### src/logic/csi_defines.vh
// Constants for the core system interface control block.
// Assumes a single 100 MHz clock and an APB register port with 32-bit data.
`ifndef CSI_DEFINES_VH
`define CSI_DEFINES_VH

// Register byte offsets
`define CSI_OFS_STATUS   8'h00
`define CSI_OFS_THIRD_CONFIGURATION_REGISTER  8'h04
`define CSI_OFS_CONTROL  8'h08
`define CSI_OFS_EVENT    8'h0c

// Status fields
`define CSI_ST_IE        0
`define CSI_ST_EXL       1
`define CSI_ST_ERL       2
`define CSI_ST_SR        20
`define CSI_ST_RP        27

// Third configuration register field
`define CSI_CF_EXT_CONTROLLER_FLAG      6

// Control fields, write-only pulses
`define CSI_CT_EXC       0
`define CSI_CT_WAIT      1
`define CSI_CT_DRET      2

// Event register fields
`define CSI_EV_SET_LSB   0
`define CSI_EV_VEC_LSB   4
`define CSI_EV_DBG       16
`define CSI_EV_NMI       17

// Reset values
`define CSI_ST_RESET     32'h0000_0004

// Reference clock divider: half period in core cycles
`define CSI_REF_HALF     4'h1

`endif

### src/logic/csi_sync.v
// Two-flop synchroniser, one per bit.
// Assumes inputs may change at any time relative to clk.
module csi_sync #(
    parameter WIDTH = 1
) (
    input  wire             clk,
    input  wire             rstn,
    input  wire [WIDTH-1:0] async_in,
    output wire [WIDTH-1:0] sync_out
);

    genvar i;
    generate
        for (i = 0; i < WIDTH; i = i + 1) begin : g_bit
            reg meta;
            reg stable;
            // First stage feeds only the second stage
            always @(posedge clk or negedge rstn) begin
                if (!rstn) begin
                    meta   <= 1'b0;
                    stable <= 1'b0;
                end else begin
                    meta   <= async_in[i];
                    stable <= meta;
                end
            end
            assign sync_out[i] = stable;
        end
    endgenerate

endmodule

### src/logic/csi_edge.v
// Rising-edge detector, one per bit, on already synchronised levels.
// Assumes inputs are synchronous to clk.
module csi_edge #(
    parameter WIDTH = 1
) (
    input  wire             clk,
    input  wire             rstn,
    input  wire [WIDTH-1:0] level_in,
    output wire [WIDTH-1:0] rise_out
);

    genvar i;
    generate
        for (i = 0; i < WIDTH; i = i + 1) begin : g_bit
            reg last;
            always @(posedge clk or negedge rstn) begin
                if (!rstn) begin
                    last <= 1'b0;
                end else begin
                    last <= level_in[i];
                end
            end
            // High only on a low sample followed by a high sample
            assign rise_out[i] = level_in[i] & ~last;
        end
    endgenerate

endmodule

### src/logic/csi_ctl.v
// Core system interface control: resets, NMI, debug interrupt, status bits,
// sleep, interrupt acknowledge and shadow set capture, reached over APB.
// Assumes one clock, asynchronous active-low rstn, and an external
// interrupt controller driving vector and shadow set synchronously.
`include "csi_defines.vh"

module csi_ctl #(
    parameter VEC_W = 6,
    parameter SET_W = 4
) (
    input  wire             clk,
    input  wire             rstn,
    input  wire             psel,
    input  wire             penable,
    input  wire             pwrite,
    input  wire [7:0]       paddr,
    input  wire [31:0]      pwdata,
    output reg  [31:0]      prdata,
    output reg              pready,
    output reg              pslverr,
    input  wire             cold_reset_in,
    input  wire             warm_reset_in,
    input  wire             nmi_in,
    input  wire             debug_interrupt_in,
    input  wire             test_port_reset_n,
    input  wire             ext_irq_ctrl_present_in,
    input  wire [VEC_W-1:0] irq_vector_in,
    input  wire [SET_W-1:0] irq_shadow_set_in,
    output reg              bus_reference_clock_out,
    output reg              error_level_out,
    output reg              exception_level_out,
    output reg              reduced_power_out,
    output reg              sleep_out,
    output reg              irq_acknowledge_out,
    output reg  [SET_W-1:0] active_shadow_set_out,
    output reg              debug_mode_out
);

    ////////////////////////////////////////////////////////////////////////////
    // Input synchronisation and edge detection

    wire [4:0] async_raw;
    wire [4:0] async_s;
    wire [1:0] edge_rise;
    wire       cold_s;
    wire       warm_s;
    wire       nmi_s;
    wire       dint_s;
    wire       trst_n_s;
    wire       reset_any;
    wire       nmi_rise;
    wire       dint_rise;

    // Inverted so its synchroniser resets to the pin's idle level
    // Test reset is the only active-low pin of the five synchronised here
    assign async_raw = {~test_port_reset_n, debug_interrupt_in, nmi_in, warm_reset_in, cold_reset_in};

    csi_sync #(
        .WIDTH (5)
    ) u_sync (
        .clk      (clk),
        .rstn     (rstn),
        .async_in (async_raw),
        .sync_out (async_s)
    );

    assign cold_s   = async_s[0];
    assign warm_s   = async_s[1];
    assign nmi_s    = async_s[2];
    assign dint_s   = async_s[3];
    assign trst_n_s = ~async_s[4];

    // Warm reset is folded into cold reset for internal use
    assign reset_any = cold_s | warm_s;

    csi_edge #(
        .WIDTH (2)
    ) u_edge (
        .clk      (clk),
        .rstn     (rstn),
        .level_in ({dint_s, nmi_s}),
        .rise_out (edge_rise)
    );

    // One NMI per low-to-high transition, however long held
    assign nmi_rise  = edge_rise[0];
    // Debug edges are ignored while the test reset is low
    assign dint_rise = edge_rise[1] & trst_n_s;

    ////////////////////////////////////////////////////////////////////////////
    // Synchronous input sampling

    reg [VEC_W-1:0] vec_q;
    reg [SET_W-1:0] set_q;
    reg             eic_present;

    // No synchroniser here: an encoded vector must land whole in one cycle
    // Vector and shadow set are sampled together each rising edge
    always @(posedge clk or negedge rstn) begin
        if (!rstn) begin
            vec_q <= {VEC_W{1'b0}};
            set_q <= {SET_W{1'b0}};
        end else begin
            vec_q <= irq_vector_in;
            set_q <= irq_shadow_set_in;
        end
    end

    // Limitation: the flag reads 0 until a cold reset has been seen
    // Static strap is caught only while cold reset holds
    always @(posedge clk or negedge rstn) begin
        if (!rstn) begin
            eic_present <= 1'b0;
        end else if (cold_s) begin
            eic_present <= ext_irq_ctrl_present_in;
        end
    end

    ////////////////////////////////////////////////////////////////////////////
    // APB slave: one wait state, response from flops

    wire        acc;
    wire        wr_en;
    wire        hit_status;
    wire        hit_config;
    wire        hit_control;
    wire        hit_event;
    wire        mapped;

    assign acc         = psel & penable & pready;
    assign wr_en       = acc & pwrite;
    assign hit_status  = (paddr == `CSI_OFS_STATUS);
    assign hit_config  = (paddr == `CSI_OFS_THIRD_CONFIGURATION_REGISTER);
    assign hit_control = (paddr == `CSI_OFS_CONTROL);
    assign hit_event   = (paddr == `CSI_OFS_EVENT);
    assign mapped      = hit_status | hit_config | hit_control | hit_event;

    ////////////////////////////////////////////////////////////////////////////
    // Exception and interrupt decisions

    reg         ie;
    reg         soft_reset_flag;
    reg         dbg_seen;
    reg         nmi_seen;
    reg  [VEC_W-1:0] vec_taken;
    wire        irq_pending;
    wire        irq_take;
    wire        sw_exc;
    wire        sw_wait;
    wire        sw_dret;

    assign sw_exc  = wr_en & hit_control & pwdata[`CSI_CT_EXC];
    assign sw_wait = wr_en & hit_control & pwdata[`CSI_CT_WAIT];
    assign sw_dret = wr_en & hit_control & pwdata[`CSI_CT_DRET];

    assign irq_pending = |vec_q;
    // Blocked at error or exception level, in debug, or under reset
    // An NMI edge in the same cycle wins over the interrupt
    assign irq_take = irq_pending & ie & ~exception_level_out & ~error_level_out
                    & ~debug_mode_out & ~reset_any & ~nmi_rise;

    ////////////////////////////////////////////////////////////////////////////
    // Next status values: software write first, hardware events win

    reg next_ie;
    reg next_exl;
    reg next_erl;
    reg next_rp;
    reg next_sr;

    always @* begin
        next_ie  = ie;
        next_exl = exception_level_out;
        next_erl = error_level_out;
        next_rp  = reduced_power_out;
        next_sr  = soft_reset_flag;
        if (wr_en && hit_status) begin
            next_ie  = pwdata[`CSI_ST_IE];
            next_exl = pwdata[`CSI_ST_EXL];
            next_erl = pwdata[`CSI_ST_ERL];
            next_rp  = pwdata[`CSI_ST_RP];
            next_sr  = pwdata[`CSI_ST_SR];
        end
        if (irq_take || sw_exc) begin
            next_exl = 1'b1;
            next_ie  = 1'b0;
        end
        if (nmi_rise) begin
            next_erl = 1'b1;
        end
        // Last, so no write can leave error level while a reset pin is high
        if (reset_any) begin
            // Reset exception from either reset pin
            next_erl = 1'b1;
            next_exl = 1'b0;
            next_ie  = 1'b0;
            next_rp  = 1'b0;
            next_sr  = warm_s & ~cold_s;
        end
    end

    ////////////////////////////////////////////////////////////////////////////
    // Status register; outputs are the status flops themselves

    always @(posedge clk or negedge rstn) begin
        if (!rstn) begin
            ie                  <= 1'b0;
            exception_level_out <= 1'b0;
            error_level_out     <= 1'b1;
            reduced_power_out   <= 1'b0;
            soft_reset_flag     <= 1'b0;
        end else begin
            ie                  <= next_ie;
            exception_level_out <= next_exl;
            error_level_out     <= next_erl;
            reduced_power_out   <= next_rp;
            soft_reset_flag     <= next_sr;
        end
    end

    ////////////////////////////////////////////////////////////////////////////
    // Interrupt acknowledge, shadow set and captured vector

    always @(posedge clk or negedge rstn) begin
        if (!rstn) begin
            irq_acknowledge_out   <= 1'b0;
            active_shadow_set_out <= {SET_W{1'b0}};
            vec_taken             <= {VEC_W{1'b0}};
        end else begin
            // EXCEPTION_LEVEL_BIT rises with the pulse, so it cannot repeat
            irq_acknowledge_out <= irq_take;
            if (irq_take) begin
                active_shadow_set_out <= set_q;
                vec_taken             <= vec_q;
            end
        end
    end

    ////////////////////////////////////////////////////////////////////////////
    // Sleep and debug mode

    always @(posedge clk or negedge rstn) begin
        if (!rstn) begin
            sleep_out <= 1'b0;
        end else if (reset_any || nmi_rise || dint_rise || irq_pending) begin
            // Any interrupt ends the wait, even a masked one
            sleep_out <= 1'b0;
        end else if (sw_wait) begin
            sleep_out <= 1'b1;
        end
    end

    always @(posedge clk or negedge rstn) begin
        if (!rstn) begin
            debug_mode_out <= 1'b0;
        end else if (reset_any || !trst_n_s) begin
            // Test reset outranks a debug edge in the same cycle
            debug_mode_out <= 1'b0;
        end else if (dint_rise) begin
            debug_mode_out <= 1'b1;
        end else if (sw_dret) begin
            debug_mode_out <= 1'b0;
        end
    end

    ////////////////////////////////////////////////////////////////////////////
    // Sticky event flags: a new event wins over a write-one clear
    // A second event before the clear is seen only once

    always @(posedge clk or negedge rstn) begin
        if (!rstn) begin
            dbg_seen <= 1'b0;
            nmi_seen <= 1'b0;
        end else begin
            if (dint_rise) begin
                dbg_seen <= 1'b1;
            end else if (wr_en && hit_event && pwdata[`CSI_EV_DBG]) begin
                dbg_seen <= 1'b0;
            end
            if (nmi_rise) begin
                nmi_seen <= 1'b1;
            end else if (wr_en && hit_event && pwdata[`CSI_EV_NMI]) begin
                nmi_seen <= 1'b0;
            end
        end
    end

    ////////////////////////////////////////////////////////////////////////////
    // Read mux

    reg [31:0] rd_val;

    always @* begin
        rd_val = 32'h0000_0000;
        if (hit_status) begin
            rd_val[`CSI_ST_IE]  = ie;
            rd_val[`CSI_ST_EXL] = exception_level_out;
            rd_val[`CSI_ST_ERL] = error_level_out;
            rd_val[`CSI_ST_SR]  = soft_reset_flag;
            rd_val[`CSI_ST_RP]  = reduced_power_out;
        end else if (hit_config) begin
            rd_val[`CSI_CF_EXT_CONTROLLER_FLAG] = eic_present;
        end else if (hit_event) begin
            rd_val[`CSI_EV_SET_LSB +: SET_W] = active_shadow_set_out;
            rd_val[`CSI_EV_VEC_LSB +: VEC_W] = vec_taken;
            rd_val[`CSI_EV_DBG]              = dbg_seen;
            rd_val[`CSI_EV_NMI]              = nmi_seen;
        end
    end

    // Ready rises in the second access cycle; data and error ride with it
    // Ready drops after one cycle, so a held access cannot complete in two cycles in a row
    always @(posedge clk or negedge rstn) begin
        if (!rstn) begin
            pready  <= 1'b0;
            pslverr <= 1'b0;
            prdata  <= 32'h0000_0000;
        end else begin
            pready  <= psel & penable & ~pready;
            pslverr <= psel & penable & ~pready & ~mapped;
            if (psel && penable && !pready && !pwrite) begin
                prdata <= rd_val;
            end
        end
    end

    ////////////////////////////////////////////////////////////////////////////
    // Bus reference clock: flop-driven so its skew matches other outputs,
    // at the cost of running below the core rate

    reg [3:0] ref_cnt;

    always @(posedge clk or negedge rstn) begin
        if (!rstn) begin
            ref_cnt                 <= 4'h0;
            bus_reference_clock_out <= 1'b0;
        end else if (ref_cnt == `CSI_REF_HALF - 4'h1) begin
            ref_cnt                 <= 4'h0;
            bus_reference_clock_out <= ~bus_reference_clock_out;
        end else begin
            ref_cnt <= ref_cnt + 4'h1;
        end
    end

endmodule

### config.mk
export PLATFORM = sky130hd
export DESIGN_NAME = csi_ctl
export DESIGN_NICKNAME = d
export VERILOG_FILES = /design/src/logic/csi_sync.v /design/src/logic/csi_edge.v /design/src/logic/csi_ctl.v
export VERILOG_INCLUDE_DIRS = /design/src /design/src/logic
export SDC_FILE = /design/constraint.sdc
export NUM_CORES = 1
export LEC_CHECK = 0
export BUFFER_PORTS_ARGS = -buffer_cell sky130_fd_sc_hd__buf_2
export CAP_MARGIN = 20
export CORE_ASPECT_RATIO = 2
export CORE_MARGIN = 2
export CORE_UTILIZATION = 39
export DETAILED_ROUTE_END_ITERATION = 6
export HOLD_SLACK_MARGIN = 0.15
export PLACE_DENSITY = 0.7
export SLEW_MARGIN = 15
export SYNTH_ARGS = -nofsm -noshare
export SYNTH_HDL_FRONTEND = slang
export SYNTH_SLANG_ARGS = --single-unit
### constraint.sdc
create_clock -name clk -period 1.6 [get_ports clk]
set_input_delay 0.24 -clock clk [delete_from_list [all_inputs] [get_ports clk]]
set_output_delay 0.24 -clock clk [all_outputs]
set_load 0.02 [all_outputs]
==> impl_results.rst <==
.. list-table::
   :header-rows: 1

   * - Metric
     - Value
   * - Outcome
     - complete, no violations
   * - Setup slack after placement
     - -0.0156 ns
   * - Most frequent cells in the layout
     - sky130_fd_sc_hd__dfrtp_1 (63), sky130_fd_sc_hd__buf_2 (62), sky130_fd_sc_hd__buf_4 (19)
   * - Crit path max-delay family
     - simple AND/OR/NAND/NOR gates
   * - Chip Height
     - 117 um
   * - I/O pin cnt
     - 106
   * - Sequential cell area in the final layout
     - 0.00160 mm2
   * - Tightest hold margin
     - 0.159 ns
   * - Final clock skew
     - 0.00912 ns
   * - Synthesis-stage register bit count
     - 64
   * - Total track usage
     - 16.3%
   * - Hold WC Path Type
     - input port to flip-flop
   * - Synthesis-to-layout area growth
     - 40.6%
   * - Worst-skew pair later-pin latency
     - 0.32 ns
   * - Final wirelength
     - 5.33 mm
   * - Proportion of register bits with asynchronous set or reset after synthesis
     - 100%
   * - Via-to-Cell Ratio
     - 4.69
   * - Multi-input gate area
     - 792 um2
   * - Gate count of the mapped netlist
     - 178
   * - Maximum fanout count along the critical path
     - 5
   * - Total power
     - 3.94 mW
   * - Net count, final
     - 347
   * - Overall overflow remaining after global route
     - 0
   * - Final period demand of the worst path
     - 1.53 ns
   * - Number of pins with negative max-slew slack in the final report
     - 0
   * - Number of maximum-capacitance violations
     - 0
   * - Number of library cell types mapped by synthesis
     - 43
   * - Initial DRT Pass Iterations
     - 4
   * - Mean area per synthesized cell
     - 13.9 um2
   * - Hold Path Cell Cnt
     - 3
   * - First-iteration detailed-routing DRC count
     - 46
   * - Reg-to-reg startpoint
     - u_sync.g_bit[1].stable
   * - Most instantiated flip-flop cell in the synthesis netlist
     - sky130_fd_sc_hd__dfrtp_1
   * - Starting density of the core
     - 40.0%
   * - Worst max-slew margin expressed relative to the limit
     - 64.1%
   * - Transition time at the pin with the least slew margin
     - 0.539 ns
   * - Number of sinks handled by clock tree synthesis
     - 64
   * - CTS Buf Count
     - 9
   * - CTS H-tree lvls
     - 3
   * - Internal reg-to-reg setup slack
     - 0.07 ns
   * - Master cell of the clock root buffer
     - sky130_fd_sc_hd__clkbuf_16
   * - Hold path startpoint
     - pwdata[2]
   * - GP Congestion
     - 0.876
   * - Number of antenna diodes
     - 0
   * - Most common cell after layout, fill and taps aside
     - sky130_fd_sc_hd__dfrtp_1
   * - Remaining DRCs
     - 0
   * - Syn Std Cell Area
     - 0.00248 mm2
   * - Count of filler cells inserted in the layout
     - 524
   * - Quantity of I/O buffers inserted on ports
     - 62
   * - Crit-path cells
     - or2_1 > nor2_4 > nand3_4 > clkinv_2 > mux2_2
   * - First-pass GRT wire length
     - 8.40 mm
   * - Routed wirelength normalized by instance count
     - 14.2 um
   * - Number of buffers on the longest clock path
     - 2
   * - Largest net degree at the start of global routing
     - 31
   * - Sequential share of the synthesized area
     - 64.6%
   * - RSZ-0062 raised after global routing
     - false
   * - Antenna violations before repair
     - 0
   * - Depth of the worst register-to-register path
     - 5
   * - Arr. time, crit path
     - 1.73 ns
   * - Startpoint type of the worst setup path
     - flip-flop
   * - End point of the worst hold path
     - error_level_out
   * - Endpoints failing hold
     - 0
   * - Required @ worst endpoint
     - 1.80 ns
   * - Critical path's largest stage delay
     - 0.37 ns
   * - Die boundary width
     - 60.4 um
   * - FMAX
     - 652 MHz
   * - Static leakage
     - 1.79 nW
   * - Standard cell with the maximum stage delay on the critical path
     - sky130_fd_sc_hd__dfrtp_1
   * - Ratio of final minimum period to clock period
     - 95.8%
   * - TritonCTS clock tree
     - done
   * - Peak supply drop
     - 0.000748 V
   * - Design Area, Final
     - 0.00349 mm2
   * - Count of flip-flops with a built-in enable after synthesis
     - 0
   * - Die area
     - 0.00705 mm2
   * - Crit path setup slack, layout
     - 0.0665 ns
   * - End of the worst register-to-register path
     - active_shadow_set_out[3]
   * - Path type of the worst setup path
     - flip-flop to flip-flop
   * - Proportion of layout cells with a drive suffix above 1
     - 38.4%
   * - Clock input transition at the sequential cells of the worst setup and hold paths
     - 0.05 ns
   * - Number of failing setup endpoints in the final timing report
     - 0
   * - Via count of the first global-routing pass
     - 1813
   * - Num rows
     - 41
   * - Pwr dens
     - 1130 mW/mm2
   * - Kind of end point of the critical path
     - flip-flop
   * - Area post-placement
     - 0.00294 mm2
   * - DP HPWL
     - 3.62 mm
   * - Core Footprint
     - 0.00621 mm2
   * - Buffers and inverters on the worst path
     - 1
   * - Vias after detailed routing
     - 1757
   * - Number of nets with antenna violations after detailed routing
     - 0
   * - Number of warning messages in the yosys log
     - 0
==> state kept, by name (all words and copies together) (netlist names), 2 cells and up <==
register	count
u_sync.g_bit.meta	5
ref_cnt	4
prdata	14
u_edge.g_bit.last	2
vec_q	6
u_sync.g_bit.stable	5
active_shadow_set_out	4
vec_taken	6
set_q	4
==> synthesized netlist by cell type, types with 2 or more instances <==
cell type                 count  area, um2
sky130_fd_sc_hd__a21o_1       2       15.0
sky130_fd_sc_hd__a221o_1      3       30.0
sky130_fd_sc_hd__a22o_1      10       87.6
sky130_fd_sc_hd__and2_0       3       18.8
sky130_fd_sc_hd__and2_1       2       12.5
sky130_fd_sc_hd__and4_1       2       17.5
sky130_fd_sc_hd__buf_4       19        143
sky130_fd_sc_hd__buf_6        2       22.5
sky130_fd_sc_hd__dfrtp_1     63       1580
sky130_fd_sc_hd__ha_1         2       25.0
sky130_fd_sc_hd__inv_1        4       15.0
sky130_fd_sc_hd__mux2_1       8       90.1
sky130_fd_sc_hd__mux2_2       3       33.8
sky130_fd_sc_hd__mux2i_1      6       60.1
sky130_fd_sc_hd__nand2_1      6       22.5
sky130_fd_sc_hd__nand3_1      3       15.0
sky130_fd_sc_hd__nand4_1      2       12.5
sky130_fd_sc_hd__nor2_1      10       37.5
sky130_fd_sc_hd__nor2b_1      2       12.5
sky130_fd_sc_hd__nor3_1       2       10.0
sky130_fd_sc_hd__nor4b_1      2       17.5
==> through the flow <==
step | TNS [ns] | instances | utilization [%]
5_1_grt | 0 | 375 | 56.2
3_3_place_gp | -0.0292 | 339 | 47.4
6_report | 0 | 375 | 56.2
2_1_floorplan | 0 | 195 | -
3_5_place_dp | -0.0726 | 339 | 47.4
4_1_cts | 0 | 373 | 55.5
==> final cells by class <==
cell class | count | share of cell area [%]
multi-input combinational | 104 | 22.7
tap | 86 | 3.08
inverter | 5 | 0.681
timing repair inverter | 1 | 0.143
clock inverter | 3 | 1.86
sequential | 64 | 45.9
clock buffer | 13 | 7.17
timing repair buffer | 99 | 18.4
==> logic make-up (layout without fill, tap and decap cells) <==
family,count (synthesis),after routing,share of synthesized area [%]
AO/OA/AOI/OAI,22,22,7.41
XOR/XNOR,2,2,0.706
buffers and inverters,27,121,7.56
AND/OR/NAND/NOR,43,43,11.1
other,1,18,0.151
multiplexers,17,17,7.41
adder cells (fa/ha/maj),2,2,1.01
flip-flops,64,64,64.6
==> power breakdown <==
part / switching, mW / internal (mW) / total, mW
logic: 0.133 / 0.0969 / 0.230
clock network: 0.628 / 1.40 / 2.03
registers: 0.0169 / 1.66 / 1.67
total: 0.778 / 3.16 / 3.94
==> routing by layer <==
metal / GRT usage (%) / part of all wire (%)
met1: 19.2 / 39
met5: 0 / 0
met3: 5.16 / 6.3
met2: 27.1 / 52
met4: 6.67 / 2.0
==> worst max-delay path by stage <==
stage,start,to,slack (ns),cells after the start
CTS,u_sync.g_bit[1].stable,active_shadow_set_out[2],0.01,5
global placement,pready,prdata[2],-0.01,4
floorplan,u_sync.g_bit[1].stable,active_shadow_set_out[0],0.02,6
finish,u_sync.g_bit[1].stable,active_shadow_set_out[3],0.07,5
detailed placement,u_sync.g_bit[1].stable,active_shadow_set_out[3],-0.02,5
global route,pready,sleep_out,0.003,5
==> worst reg2reg max path, stage by stage (launching register included) <==
cell,delay (ns)
sky130_fd_sc_hd__dfrtp_1,0.37
sky130_fd_sc_hd__or2_1,0.29
sky130_fd_sc_hd__nor2_4,0.18
sky130_fd_sc_hd__nand3_4,0.12
sky130_fd_sc_hd__clkinv_2,0.12
sky130_fd_sc_hd__mux2_2,0.34
==> what timing repair did <==
action                                  CTS  global route
pin swaps                                 0             1
hold buffers                             17             0
gates resized for setup                   3             7
gates cloned                              0             1
endpoints found under the setup margin   12            11
buffers inserted                          1             1
endpoints found under the hold margin    36             0
Note: power is estimated with default switching activity, not from simulation.
